<file path="src/design/scc_pkg.sv">
// Package: register map, field positions and enumerations of the serial config block
package scc_pkg;
    // ------------------------------------------------------------
    // Register offsets (byte addresses)
    // ------------------------------------------------------------
    localparam logic [5:0] OFS_MAIN_CTRL = 6'h00;
    localparam logic [5:0] OFS_SPI_CTRL  = 6'h04;
    localparam logic [5:0] OFS_TX_CTRL   = 6'h08;
    localparam logic [5:0] OFS_RX_CTRL   = 6'h0C;
    localparam logic [5:0] OFS_TXQ_CTRL  = 6'h10;
    localparam logic [5:0] OFS_RXQ_CTRL  = 6'h14;
    localparam logic [5:0] OFS_STATUS    = 6'h18;
    localparam logic [5:0] OFS_IRQ_STAT  = 6'h1C;
    localparam logic [5:0] OFS_IRQ_MASK  = 6'h20;
    // ------------------------------------------------------------
    // Field positions
    // ------------------------------------------------------------
    localparam int MAIN_EN_BIT    = 31;
    localparam int MAIN_SEL_LO    = 24;
    localparam int SPI_ROLE_BIT   = 31;
    localparam int SPI_SUB_LO     = 4;
    localparam int FRM_MSB_BIT    = 8;
    localparam int FRM_MEDIAN_BIT = 9;
    localparam int Q_CLEAR_BIT    = 16;
    localparam int Q_FREEZE_BIT   = 17;
    localparam int Q_DEPTH        = 8;
    localparam int Q_AW           = 3;
    // ------------------------------------------------------------
    // Reset values and masks
    // ------------------------------------------------------------
    localparam logic [31:0] MAIN_RST  = 32'h0000_0000;
    localparam logic [31:0] SPI_RST   = 32'h0000_0000;
    localparam logic [31:0] FRM_RST   = 32'h0000_0107;
    localparam logic [31:0] Q_RST     = 32'h0000_0000;
    localparam logic [31:0] MAIN_MASK = 32'h8300_0000;
    localparam logic [31:0] SPI_MASK  = 32'h8000_0030;
    localparam logic [31:0] TXF_MASK  = 32'h0000_010F;
    localparam logic [31:0] RXF_MASK  = 32'h0000_030F;
    localparam logic [31:0] Q_MASK    = 32'h0003_000F;
    localparam logic [3:0]  WIDTH_MIN = 4'h3;
    localparam logic [1:0]  IRQ_BITS  = 2'h3;
    // ------------------------------------------------------------
    // Enumerations
    // ------------------------------------------------------------
    typedef enum logic [1:0] {SEL_I2C = 2'h0, SEL_SPI = 2'h1, SEL_UART = 2'h2,
                              SEL_RSVD = 2'h3} scc_sel_t;
    typedef enum logic [1:0] {SUB_FMT_A = 2'h0, SUB_FMT_B = 2'h1, SUB_FMT_C = 2'h2,
                              SUB_RSVD = 2'h3} scc_sub_t;
    typedef enum logic [1:0] {ST_OFF = 2'h0, ST_INIT = 2'h1, ST_RUN = 2'h3} scc_state_t;
endpackage

</file>
<file path="src/design/scc_top.sv">
// Configuration, enable control and trigger logic of the serial comm block
//
// The implementer's own choices: the Wishbone register port and the placing of the registers.
`timescale 1ns/1ns
// Functional notes
// - Addressable-memory variant is allowed only in slave role.
// - Main, protocol and frame control writes while enabled take effect only after re-enable.
// - Re-enable re-initializes state and empties both queues.
// - Main selector [25:24]: 00 I2C, 01 SPI, 10 UART, 11 reserved.
// - Main control bit 31 enables the block.
// - Submode [5:4] picks frame format; 11 reserved.
// - Protocol control bit 31: 0 slave, 1 master.
// - Frame length is width field plus one, field 3 to 15.
// - Frame bit 8: 1 MSB first, 0 LSB first.
// - Receive bit 9 enables three-tap majority filter on inputs.
// - Transmit trigger below level, receive trigger above level.
// - Clear bit 16 empties its queue and shift register.
// - Freeze bit 17 blocks pushes, pops and pointer movement.
// - All control and status registers are 32 bits wide.
module scc_top
    import scc_pkg::*;
(
    input  wire logic        clk_sys,
    input  wire logic        srst,
    input  wire logic [31:0] wb_adr_i,
    input  wire logic [31:0] wb_dat_i,
    input  wire logic [3:0]  wb_sel_i,
    input  wire logic        wb_we_i,
    input  wire logic        wb_cyc_i,
    input  wire logic        wb_stb_i,
    output logic      [31:0] wb_dat_o,
    output logic             wb_ack_o,
    output logic             wb_err_o,
    input  wire logic        tx_push,
    input  wire logic [15:0] tx_push_data,
    input  wire logic        tx_pop,
    input  wire logic        rx_push,
    input  wire logic [15:0] rx_push_data,
    input  wire logic        rx_pop,
    input  wire logic        line_in,
    output logic             line_filt,
    output logic             active_spi,
    output logic             role_master,
    output logic [1:0]       sub_format,
    output logic [3:0]       tx_bits_m1,
    output logic [3:0]       rx_bits_m1,
    output logic             tx_msb_first,
    output logic             rx_msb_first,
    output logic             tx_shift_clr,
    output logic             rx_shift_clr,
    output logic             tx_trigger,
    output logic             rx_trigger,
    output logic             irq
);
    // ------------------------------------------------------------
    // Software view registers
    // ------------------------------------------------------------
    logic [31:0] main_r, spi_r, txf_r, rxf_r, txq_r, rxq_r;
    logic [31:0] spi_act_r, txf_act_r, rxf_act_r, main_act_r;
    logic [1:0]  irq_stat_r, irq_mask_r;
    logic [1:0]  irq_set;
    scc_state_t  state_r;
    logic        wr_acc, rd_acc, hit;
    logic [31:0] rd_nxt;
    logic [31:0] bmask;
    logic [5:0]  ofs;

    // Bit 5 is decoded too, else 0x20 and above would alias low registers
    assign ofs    = wb_adr_i[5:0];
    assign bmask  = {{8{wb_sel_i[3]}}, {8{wb_sel_i[2]}}, {8{wb_sel_i[1]}}, {8{wb_sel_i[0]}}};
    assign hit    = (wb_adr_i[31:6] == 26'h0) && (wb_adr_i[1:0] == 2'h0) && (ofs <= OFS_IRQ_MASK);
    assign wr_acc = wb_cyc_i && wb_stb_i && !wb_ack_o && !wb_err_o && wb_we_i && hit;
    assign rd_acc = wb_cyc_i && wb_stb_i && !wb_ack_o && !wb_err_o;

    function automatic logic [31:0] merge(input logic [31:0] old, input logic [31:0] m);
        merge = ((old & ~bmask) | (wb_dat_i & bmask)) & m;
    endfunction

    // Width field below minimum is clamped up to keep frames legal
    function automatic logic [31:0] frm_fix(input logic [31:0] v);
        frm_fix = v;
        if (v[3:0] < WIDTH_MIN)
        begin
            frm_fix[3:0] = WIDTH_MIN;
        end
    endfunction

    // ------------------------------------------------------------
    // Register writes
    // ------------------------------------------------------------
    always_ff @(posedge clk_sys)
    begin
        if (srst)
        begin
            main_r <= MAIN_RST;
            spi_r  <= SPI_RST;
            txf_r  <= FRM_RST;
            rxf_r  <= FRM_RST;
            txq_r  <= Q_RST;
            rxq_r  <= Q_RST;
            irq_mask_r <= 2'h0;
        end
        else if (wr_acc)
        begin
            case (ofs)
                // No addressable-memory bit is kept, so master role never meets it
                OFS_MAIN_CTRL: main_r <= merge(main_r, MAIN_MASK);
                OFS_SPI_CTRL:  spi_r  <= merge(spi_r, SPI_MASK);
                OFS_TX_CTRL:   txf_r  <= frm_fix(merge(txf_r, TXF_MASK));
                OFS_RX_CTRL:   rxf_r  <= frm_fix(merge(rxf_r, RXF_MASK));
                OFS_TXQ_CTRL:  txq_r  <= merge(txq_r, Q_MASK);
                OFS_RXQ_CTRL:  rxq_r  <= merge(rxq_r, Q_MASK);
                OFS_IRQ_MASK:  irq_mask_r <= wb_sel_i[0] ? wb_dat_i[1:0] : irq_mask_r;
                default:       ;
            endcase
        end
    end

    // ------------------------------------------------------------
    // Enable sequencing: controls latched only on a rising enable
    // ------------------------------------------------------------
    always_ff @(posedge clk_sys)
    begin
        if (srst)
        begin
            state_r <= ST_OFF;
        end
        else
        begin
            case (state_r)
                ST_OFF:  state_r <= main_r[MAIN_EN_BIT] ? ST_INIT : ST_OFF;
                ST_INIT: state_r <= main_r[MAIN_EN_BIT] ? ST_RUN : ST_OFF;
                ST_RUN:  state_r <= main_r[MAIN_EN_BIT] ? ST_RUN : ST_OFF;
                default: state_r <= ST_OFF;
            endcase
        end
    end

    // Active copies freeze while running so writes wait for re-enable
    always_ff @(posedge clk_sys)
    begin
        if (srst)
        begin
            main_act_r <= MAIN_RST;
            spi_act_r  <= SPI_RST;
            txf_act_r  <= FRM_RST;
            rxf_act_r  <= FRM_RST;
        end
        else if (state_r == ST_OFF && main_r[MAIN_EN_BIT])
        begin
            main_act_r <= main_r;
            spi_act_r  <= spi_r;
            txf_act_r  <= txf_r;
            rxf_act_r  <= rxf_r;
        end
    end

    // ------------------------------------------------------------
    // Queue occupancy per direction
    // ------------------------------------------------------------
    logic [Q_AW:0] q_cnt [2];
    logic [1:0]    q_clr, q_frz, q_push, q_pop;
    logic [3:0]    q_lvl [2];
    logic          init_clr;

    assign init_clr  = (state_r == ST_INIT);
    assign q_clr     = {rxq_r[Q_CLEAR_BIT], txq_r[Q_CLEAR_BIT]};
    assign q_frz     = {rxq_r[Q_FREEZE_BIT], txq_r[Q_FREEZE_BIT]};
    assign q_push    = {rx_push, tx_push};
    assign q_pop     = {rx_pop, tx_pop};
    assign q_lvl[0]  = txq_r[3:0];
    assign q_lvl[1]  = rxq_r[3:0];

    // Data words are handled by the shifting logic; only occupancy kept here
    genvar g;
    generate
        for (g = 0; g < 2; g++)
        begin : g_q
            logic do_push, do_pop;
            assign do_push = q_push[g] && !q_frz[g] && (q_cnt[g] != (Q_AW+1)'(Q_DEPTH));
            assign do_pop  = q_pop[g] && !q_frz[g] && (q_cnt[g] != '0);
            always_ff @(posedge clk_sys)
            begin
                if (srst || init_clr || q_clr[g] || state_r == ST_OFF)
                begin
                    q_cnt[g] <= '0;
                end
                else if (do_push && !do_pop)
                begin
                    q_cnt[g] <= q_cnt[g] + 1'b1;
                end
                else if (do_pop && !do_push)
                begin
                    q_cnt[g] <= q_cnt[g] - 1'b1;
                end
            end
        end
    endgenerate

    logic tx_trig_nxt, rx_trig_nxt;
    assign tx_trig_nxt = (state_r == ST_RUN) && ({1'b0, q_cnt[0]} < {1'b0, q_lvl[0]});
    assign rx_trig_nxt = (state_r == ST_RUN) && ({1'b0, q_cnt[1]} > {1'b0, q_lvl[1]});
    assign irq_set     = {rx_trig_nxt, tx_trig_nxt};

    // ------------------------------------------------------------
    // Input majority filter
    // ------------------------------------------------------------
    logic [1:0] sync_r;
    logic [2:0] tap_r;
    logic       maj3;
    // A lone one-cycle glitch never wins the vote
    assign maj3 = (tap_r[0] & tap_r[1]) | (tap_r[1] & tap_r[2]) | (tap_r[0] & tap_r[2]);
    always_ff @(posedge clk_sys)
    begin
        if (srst)
        begin
            sync_r <= 2'h0;
            tap_r  <= 3'h0;
        end
        else
        begin
            sync_r <= {sync_r[0], line_in};
            tap_r  <= {tap_r[1:0], sync_r[1]};
        end
    end

    // ------------------------------------------------------------
    // Outputs and interrupt status
    // ------------------------------------------------------------
    always_ff @(posedge clk_sys)
    begin
        if (srst)
        begin
            line_filt    <= 1'b0;
            active_spi   <= 1'b0;
            role_master  <= 1'b0;
            sub_format   <= SUB_FMT_A;
            tx_bits_m1   <= WIDTH_MIN;
            rx_bits_m1   <= WIDTH_MIN;
            tx_msb_first <= 1'b0;
            rx_msb_first <= 1'b0;
        end
        else
        begin
            // Filter adds one cycle of latency, hence higher oversampling
            line_filt <= rxf_act_r[FRM_MEDIAN_BIT] ? maj3 : tap_r[0];
            active_spi   <= (state_r == ST_RUN)
                            && (main_act_r[MAIN_SEL_LO +: 2] == SEL_SPI);
            role_master  <= spi_act_r[SPI_ROLE_BIT];
            sub_format   <= spi_act_r[SPI_SUB_LO +: 2];
            tx_bits_m1   <= txf_act_r[3:0];
            rx_bits_m1   <= rxf_act_r[3:0];
            tx_msb_first <= txf_act_r[FRM_MSB_BIT];
            rx_msb_first <= rxf_act_r[FRM_MSB_BIT];
        end
    end

    // Shift registers held clear whenever the block is not running
    always_ff @(posedge clk_sys)
    begin
        if (srst)
        begin
            tx_shift_clr <= 1'b1;
            rx_shift_clr <= 1'b1;
        end
        else
        begin
            tx_shift_clr <= txq_r[Q_CLEAR_BIT] || state_r != ST_RUN;
            rx_shift_clr <= rxq_r[Q_CLEAR_BIT] || state_r != ST_RUN;
        end
    end

    // Trigger levels trail the counts by one cycle
    always_ff @(posedge clk_sys)
    begin
        if (srst)
        begin
            tx_trigger <= 1'b0;
            rx_trigger <= 1'b0;
        end
        else
        begin
            tx_trigger <= tx_trig_nxt;
            rx_trigger <= rx_trig_nxt;
        end
    end

    // Set wins over a same-cycle write-one clear
    always_ff @(posedge clk_sys)
    begin
        if (srst)
        begin
            irq_stat_r <= 2'h0;
            irq        <= 1'b0;
        end
        else
        begin
            if (wr_acc && ofs == OFS_IRQ_STAT && wb_sel_i[0])
            begin
                irq_stat_r <= (irq_stat_r & ~wb_dat_i[1:0]) | irq_set;
            end
            else
            begin
                irq_stat_r <= irq_stat_r | irq_set;
            end
            irq <= |(irq_stat_r & irq_mask_r & IRQ_BITS);
        end
    end

    // ------------------------------------------------------------
    // Wishbone read and acknowledge
    // ------------------------------------------------------------
    always_comb
    begin
        rd_nxt = 32'h0;
        case (ofs)
            OFS_MAIN_CTRL: rd_nxt = main_r;
            OFS_SPI_CTRL:  rd_nxt = spi_r;
            OFS_TX_CTRL:   rd_nxt = txf_r;
            OFS_RX_CTRL:   rd_nxt = rxf_r;
            OFS_TXQ_CTRL:  rd_nxt = txq_r;
            OFS_RXQ_CTRL:  rd_nxt = rxq_r;
            OFS_STATUS:    rd_nxt = {state_r == ST_RUN, 15'h0, 4'h0, q_cnt[1], 4'h0, q_cnt[0]};
            OFS_IRQ_STAT:  rd_nxt = {30'h0, irq_stat_r};
            OFS_IRQ_MASK:  rd_nxt = {30'h0, irq_mask_r};
            default:       rd_nxt = 32'h0;
        endcase
    end

    always_ff @(posedge clk_sys)
    begin
        if (srst)
        begin
            wb_ack_o <= 1'b0;
            wb_err_o <= 1'b0;
            wb_dat_o <= 32'h0;
        end
        else
        begin
            wb_ack_o <= rd_acc && hit;
            wb_err_o <= rd_acc && !hit;
            wb_dat_o <= (rd_acc && hit && !wb_we_i) ? rd_nxt : 32'h0;
        end
    end
endmodule // scc_top

</file>
<file path="config.mk">
export PLATFORM = sky130hd
export DESIGN_NAME = scc_top
export DESIGN_NICKNAME = d
export VERILOG_FILES = /design/src/design/scc_pkg.sv /design/src/design/scc_top.sv
export SDC_FILE = /design/constraint.sdc
export NUM_CORES = 1
export LEC_CHECK = 0
export BUFFER_PORTS_ARGS = -buffer_cell sky130_fd_sc_hd__buf_4
export CAP_MARGIN = 20
export CORE_AREA = 10 10 104 106
export DETAILED_ROUTE_END_ITERATION = 7
export DIE_AREA = 0 0 114 116
export HOLD_SLACK_MARGIN = 0.12
export PLACE_DENSITY_LB_ADDON = 0.12
export SLEW_MARGIN = 20
export SYNTH_ARGS = -nofsm -noshare
export SYNTH_HDL_FRONTEND = slang
export SYNTH_SLANG_ARGS = --single-unit
</file>
<file path="constraint.sdc">
create_clock -name clk_sys -period 4.24 [get_ports clk_sys]
set_input_delay 0.848 -clock clk_sys [delete_from_list [all_inputs] [get_ports clk_sys]]
set_output_delay 0.848 -clock clk_sys [all_outputs]
set_load 0.05 [all_outputs]
</file>
==> metrics list <==
- Final Wtd Congestion: 0.894
* Synthesis Warnings: 0
- Number of antenna violations at the first check in global routing: 0
- Worst-path maximum fanout: 4
* Register area share after synthesis: 46.3%
- Counting every instance in the synthesized netlist gives 491.
- Filler instances: 755
* Worst ir drop on vdd: about 0.00020 V
- Vias after detailed routing: ~3,800
* CTS H-tree depth: 3
- Post-synthesis register bit count: 101
- Total power density per cell area: approximately 310 mW/mm^2
- In this run, CTS created clock tree buffers numbering 9.
- Among all cell types in the netlist, the one instantiated most often is dfxtp_1.
* Share of the synthesized area in the top cell type: 41.0%
* Outcome: finished, final reports clean
- Share of synthesized registers carrying an async set or reset: 0%
- Yosys attributes the largest share of cell area to dfxtp_1 41%, mux2i_1 6.8%, edfxtp_1 5.3%.
* Clock sinks: approximately 100
- CTS tree: built
- All-Layer GR Usage: between 10% and 20%
* Hold WC Path Type: flip-flop to flip-flop
- Static leakage: between 2 and 2.5 nW
- Starting density of the core: about 52%
- Post-Synthesis Cell Area: 0.00454 mm^2
* Floorplan die width: 114 um
* Final WS setup: 1370 ps
- The count of buffers added on input and output ports is 95.
* Max_slew headroom: about 43%
- STA puts the critical path data required time at 4480 ps.
* Tmin final: roughly 2900 ps
* Number of global-route vias before repair: around 3,800
- Synth cell count leaders: 93 x dfxtp_1, 58 x nand2_1, 47 x nor2_1
- The hold violation total from the final report was 0.
- Minimum setup slack among reg-to-reg paths: about 1500 ps
- Placement-stage worst setup slack: 953 ps
* Total buffers and inverters traversed by the critical path: 2
- For this run, the slowest stage of the critical path takes ~430 ps.
- The die is around 120 um tall.
- Setup violations remaining at the end of the flow were counted as 0.
* Setup clock skew after layout: slightly above 7 ps
* Clock Latency Late Sink: 360 ps
- Worst-path clk slew: ~100 ps
- Share of post-route cells with drive strength above 1: 22.7%
- Area of the die: roughly 0.013 mm^2
* CP Capture Type: flip-flop
- The tree is rooted in a clkbuf_8.
- Cells traversed along the worst timing path: buf_4 > nand2b_1 > nor3_1 > nand4_1 > inv_1 > ha_1 > a21o_1 > a21oi_1 > a2bb2oi_1 > a311oi_1 > o2111a_1
- Standard cell with the maximum stage delay on the critical path: nor3_1
- The HPWL after detailed placement is roughly 9.0 mm.
* Final clock period utilization by the worst path: around two thirds
- Placed standard-cell area: around 0.0053 mm^2
- Gr ovfl total: 0
- The core region is 0.00868 mm^2.
* Post-route DRC violation count: 0
- WP data arrival: approximately 3100 ps
* Clock buffer depth: 2
* Hold-fix buffer count after cts: 0
* Crit-path leading delay family: compound AO/OA/AOI/OAI gates
* RSZ-0062 raised after global routing: false
* Post-synth EDFFs: 8
* Number of DRC markers in iteration 0: around 200
- Counting instances, the worst hold path has a depth of 1.
- 0 antenna diodes ended up in the layout.
- The net count of the finished layout is 705.
* Detail-routed via count per cell: between 5 and 6
- Largest area contributor in the synthesized netlist: dfxtp_1
- Across the run, the number of max-cap violations was 0.
* Power consumption: 1.68 mW
- Maximum number of pins on one net before global-route repair: 60
* Dominant synthesized flop cell: dfxtp_1
- After clock tree synthesis, the repair step resized 0 gates.
* Max-slew violation total from the final report: 0
- Based on the critical path, the design can be clocked at up to around 0.35 GHz.
- The routed design has ~12 mm of wire.
* Total iterations of the first detailed-routing run: 5
* Setup tns final: 0 ps
- The floorplan has 34 rows.
- Post-CTS setup repair buffer count: 0
* I/O Pins: around 160
- After routing the design area is 0.00547 mm^2.
- Dividing the detail-routed wire length by the instance count gives between 15 and 20 um.
- The area growth from synthesis to layout is 20.4%.
* Synthesized area per cell: 9.26 um^2
* Setup CP Type: primary input to flip-flop
* Worst Setup Start Kind: primary input
- Count of nets left with antenna violations after detail routing: 0
* Depth of the most critical reg-to-reg path: 10
- The synthesized netlist contains just under 60 unique library cells.
* Worst path depth: 11
* Worst Tran Pin Value: between 800 and 900 ps
- Global-route wire length before repair: 18.9 mm
## kinds of logic (layout without fill, tap and decap cells)
family	after synthesis	after routing	synth area share, %
xor+xnor	1	1	0.193
flops	101	101	46.3
compound gates	66	66	9.97
simple gates	223	223	26.0
other cells	1	17	0.0825
fa+ha+maj	12	12	3.47
mux	33	33	7.82
buf+inv	54	134	6.22
## layout by cell type (no fill, tap or decap), types with 11 or more instances in the layout
cell type / n
inv_1: 17
nor2_1: 47
nand3_1: 13
ha_1: 11
nand4_1: 16
conb_1: 17
buf_4: 102
nor4_1: 13
dfxtp_1: 93
nor3_1: 11
nand2_1: 58
and3_1: 13
a21oi_1: 22
nor2b_1: 18
mux2i_1: 31
## layer usage
metal | vias up | wire length, um | track usage, %
met5 | - | 0 | 0
met1 | 1766 | 4970 | 21.0
met2 | 123 | 5730 | 29.7
met4 | 0 | 175 | 5.26
met3 | 15 | 785 | 5.06
li1 | 1902 | - | -
## metrics by stage
stage          utilization [%]  hold slack [ps]  cells
6_report                  63.0              437    695
5_1_grt                   63.0              456    695
4_1_cts                   63.0              423    695
3_5_place_dp              61.0              413    680
3_3_place_gp              61.0              411    680
2_1_floorplan                -              396    507
## cell type report
cell class	instances	area (um^2)	share of cell area [%]
multi-input combinational	352	2230	40.7
sequential	101	2100	38.4
timing repair buffer	102	766	14.0
tap	108	135	2.47
clock buffer	9	124	2.26
inverter	17	63.8	1.17
clock inverter	6	55.1	1.01
## worst paths after layout
kind	start	to
worst min register to register	main_act_r[25]	active_spi
worst max-delay path	srst	q_cnt[1][3]
worst max register to register	q_cnt[1][1]	q_cnt[1][3]
worst min-delay path	main_act_r[25]	active_spi
## report_power, final
part | switching (mW) | internal (mW)
clock | 0.343 | 0.223
combinational | 0.0939 | 0.0523
sequential | 0.00123 | 0.962
total | 0.439 | 1.24
Note: power is estimated with default switching activity, not from simulation.
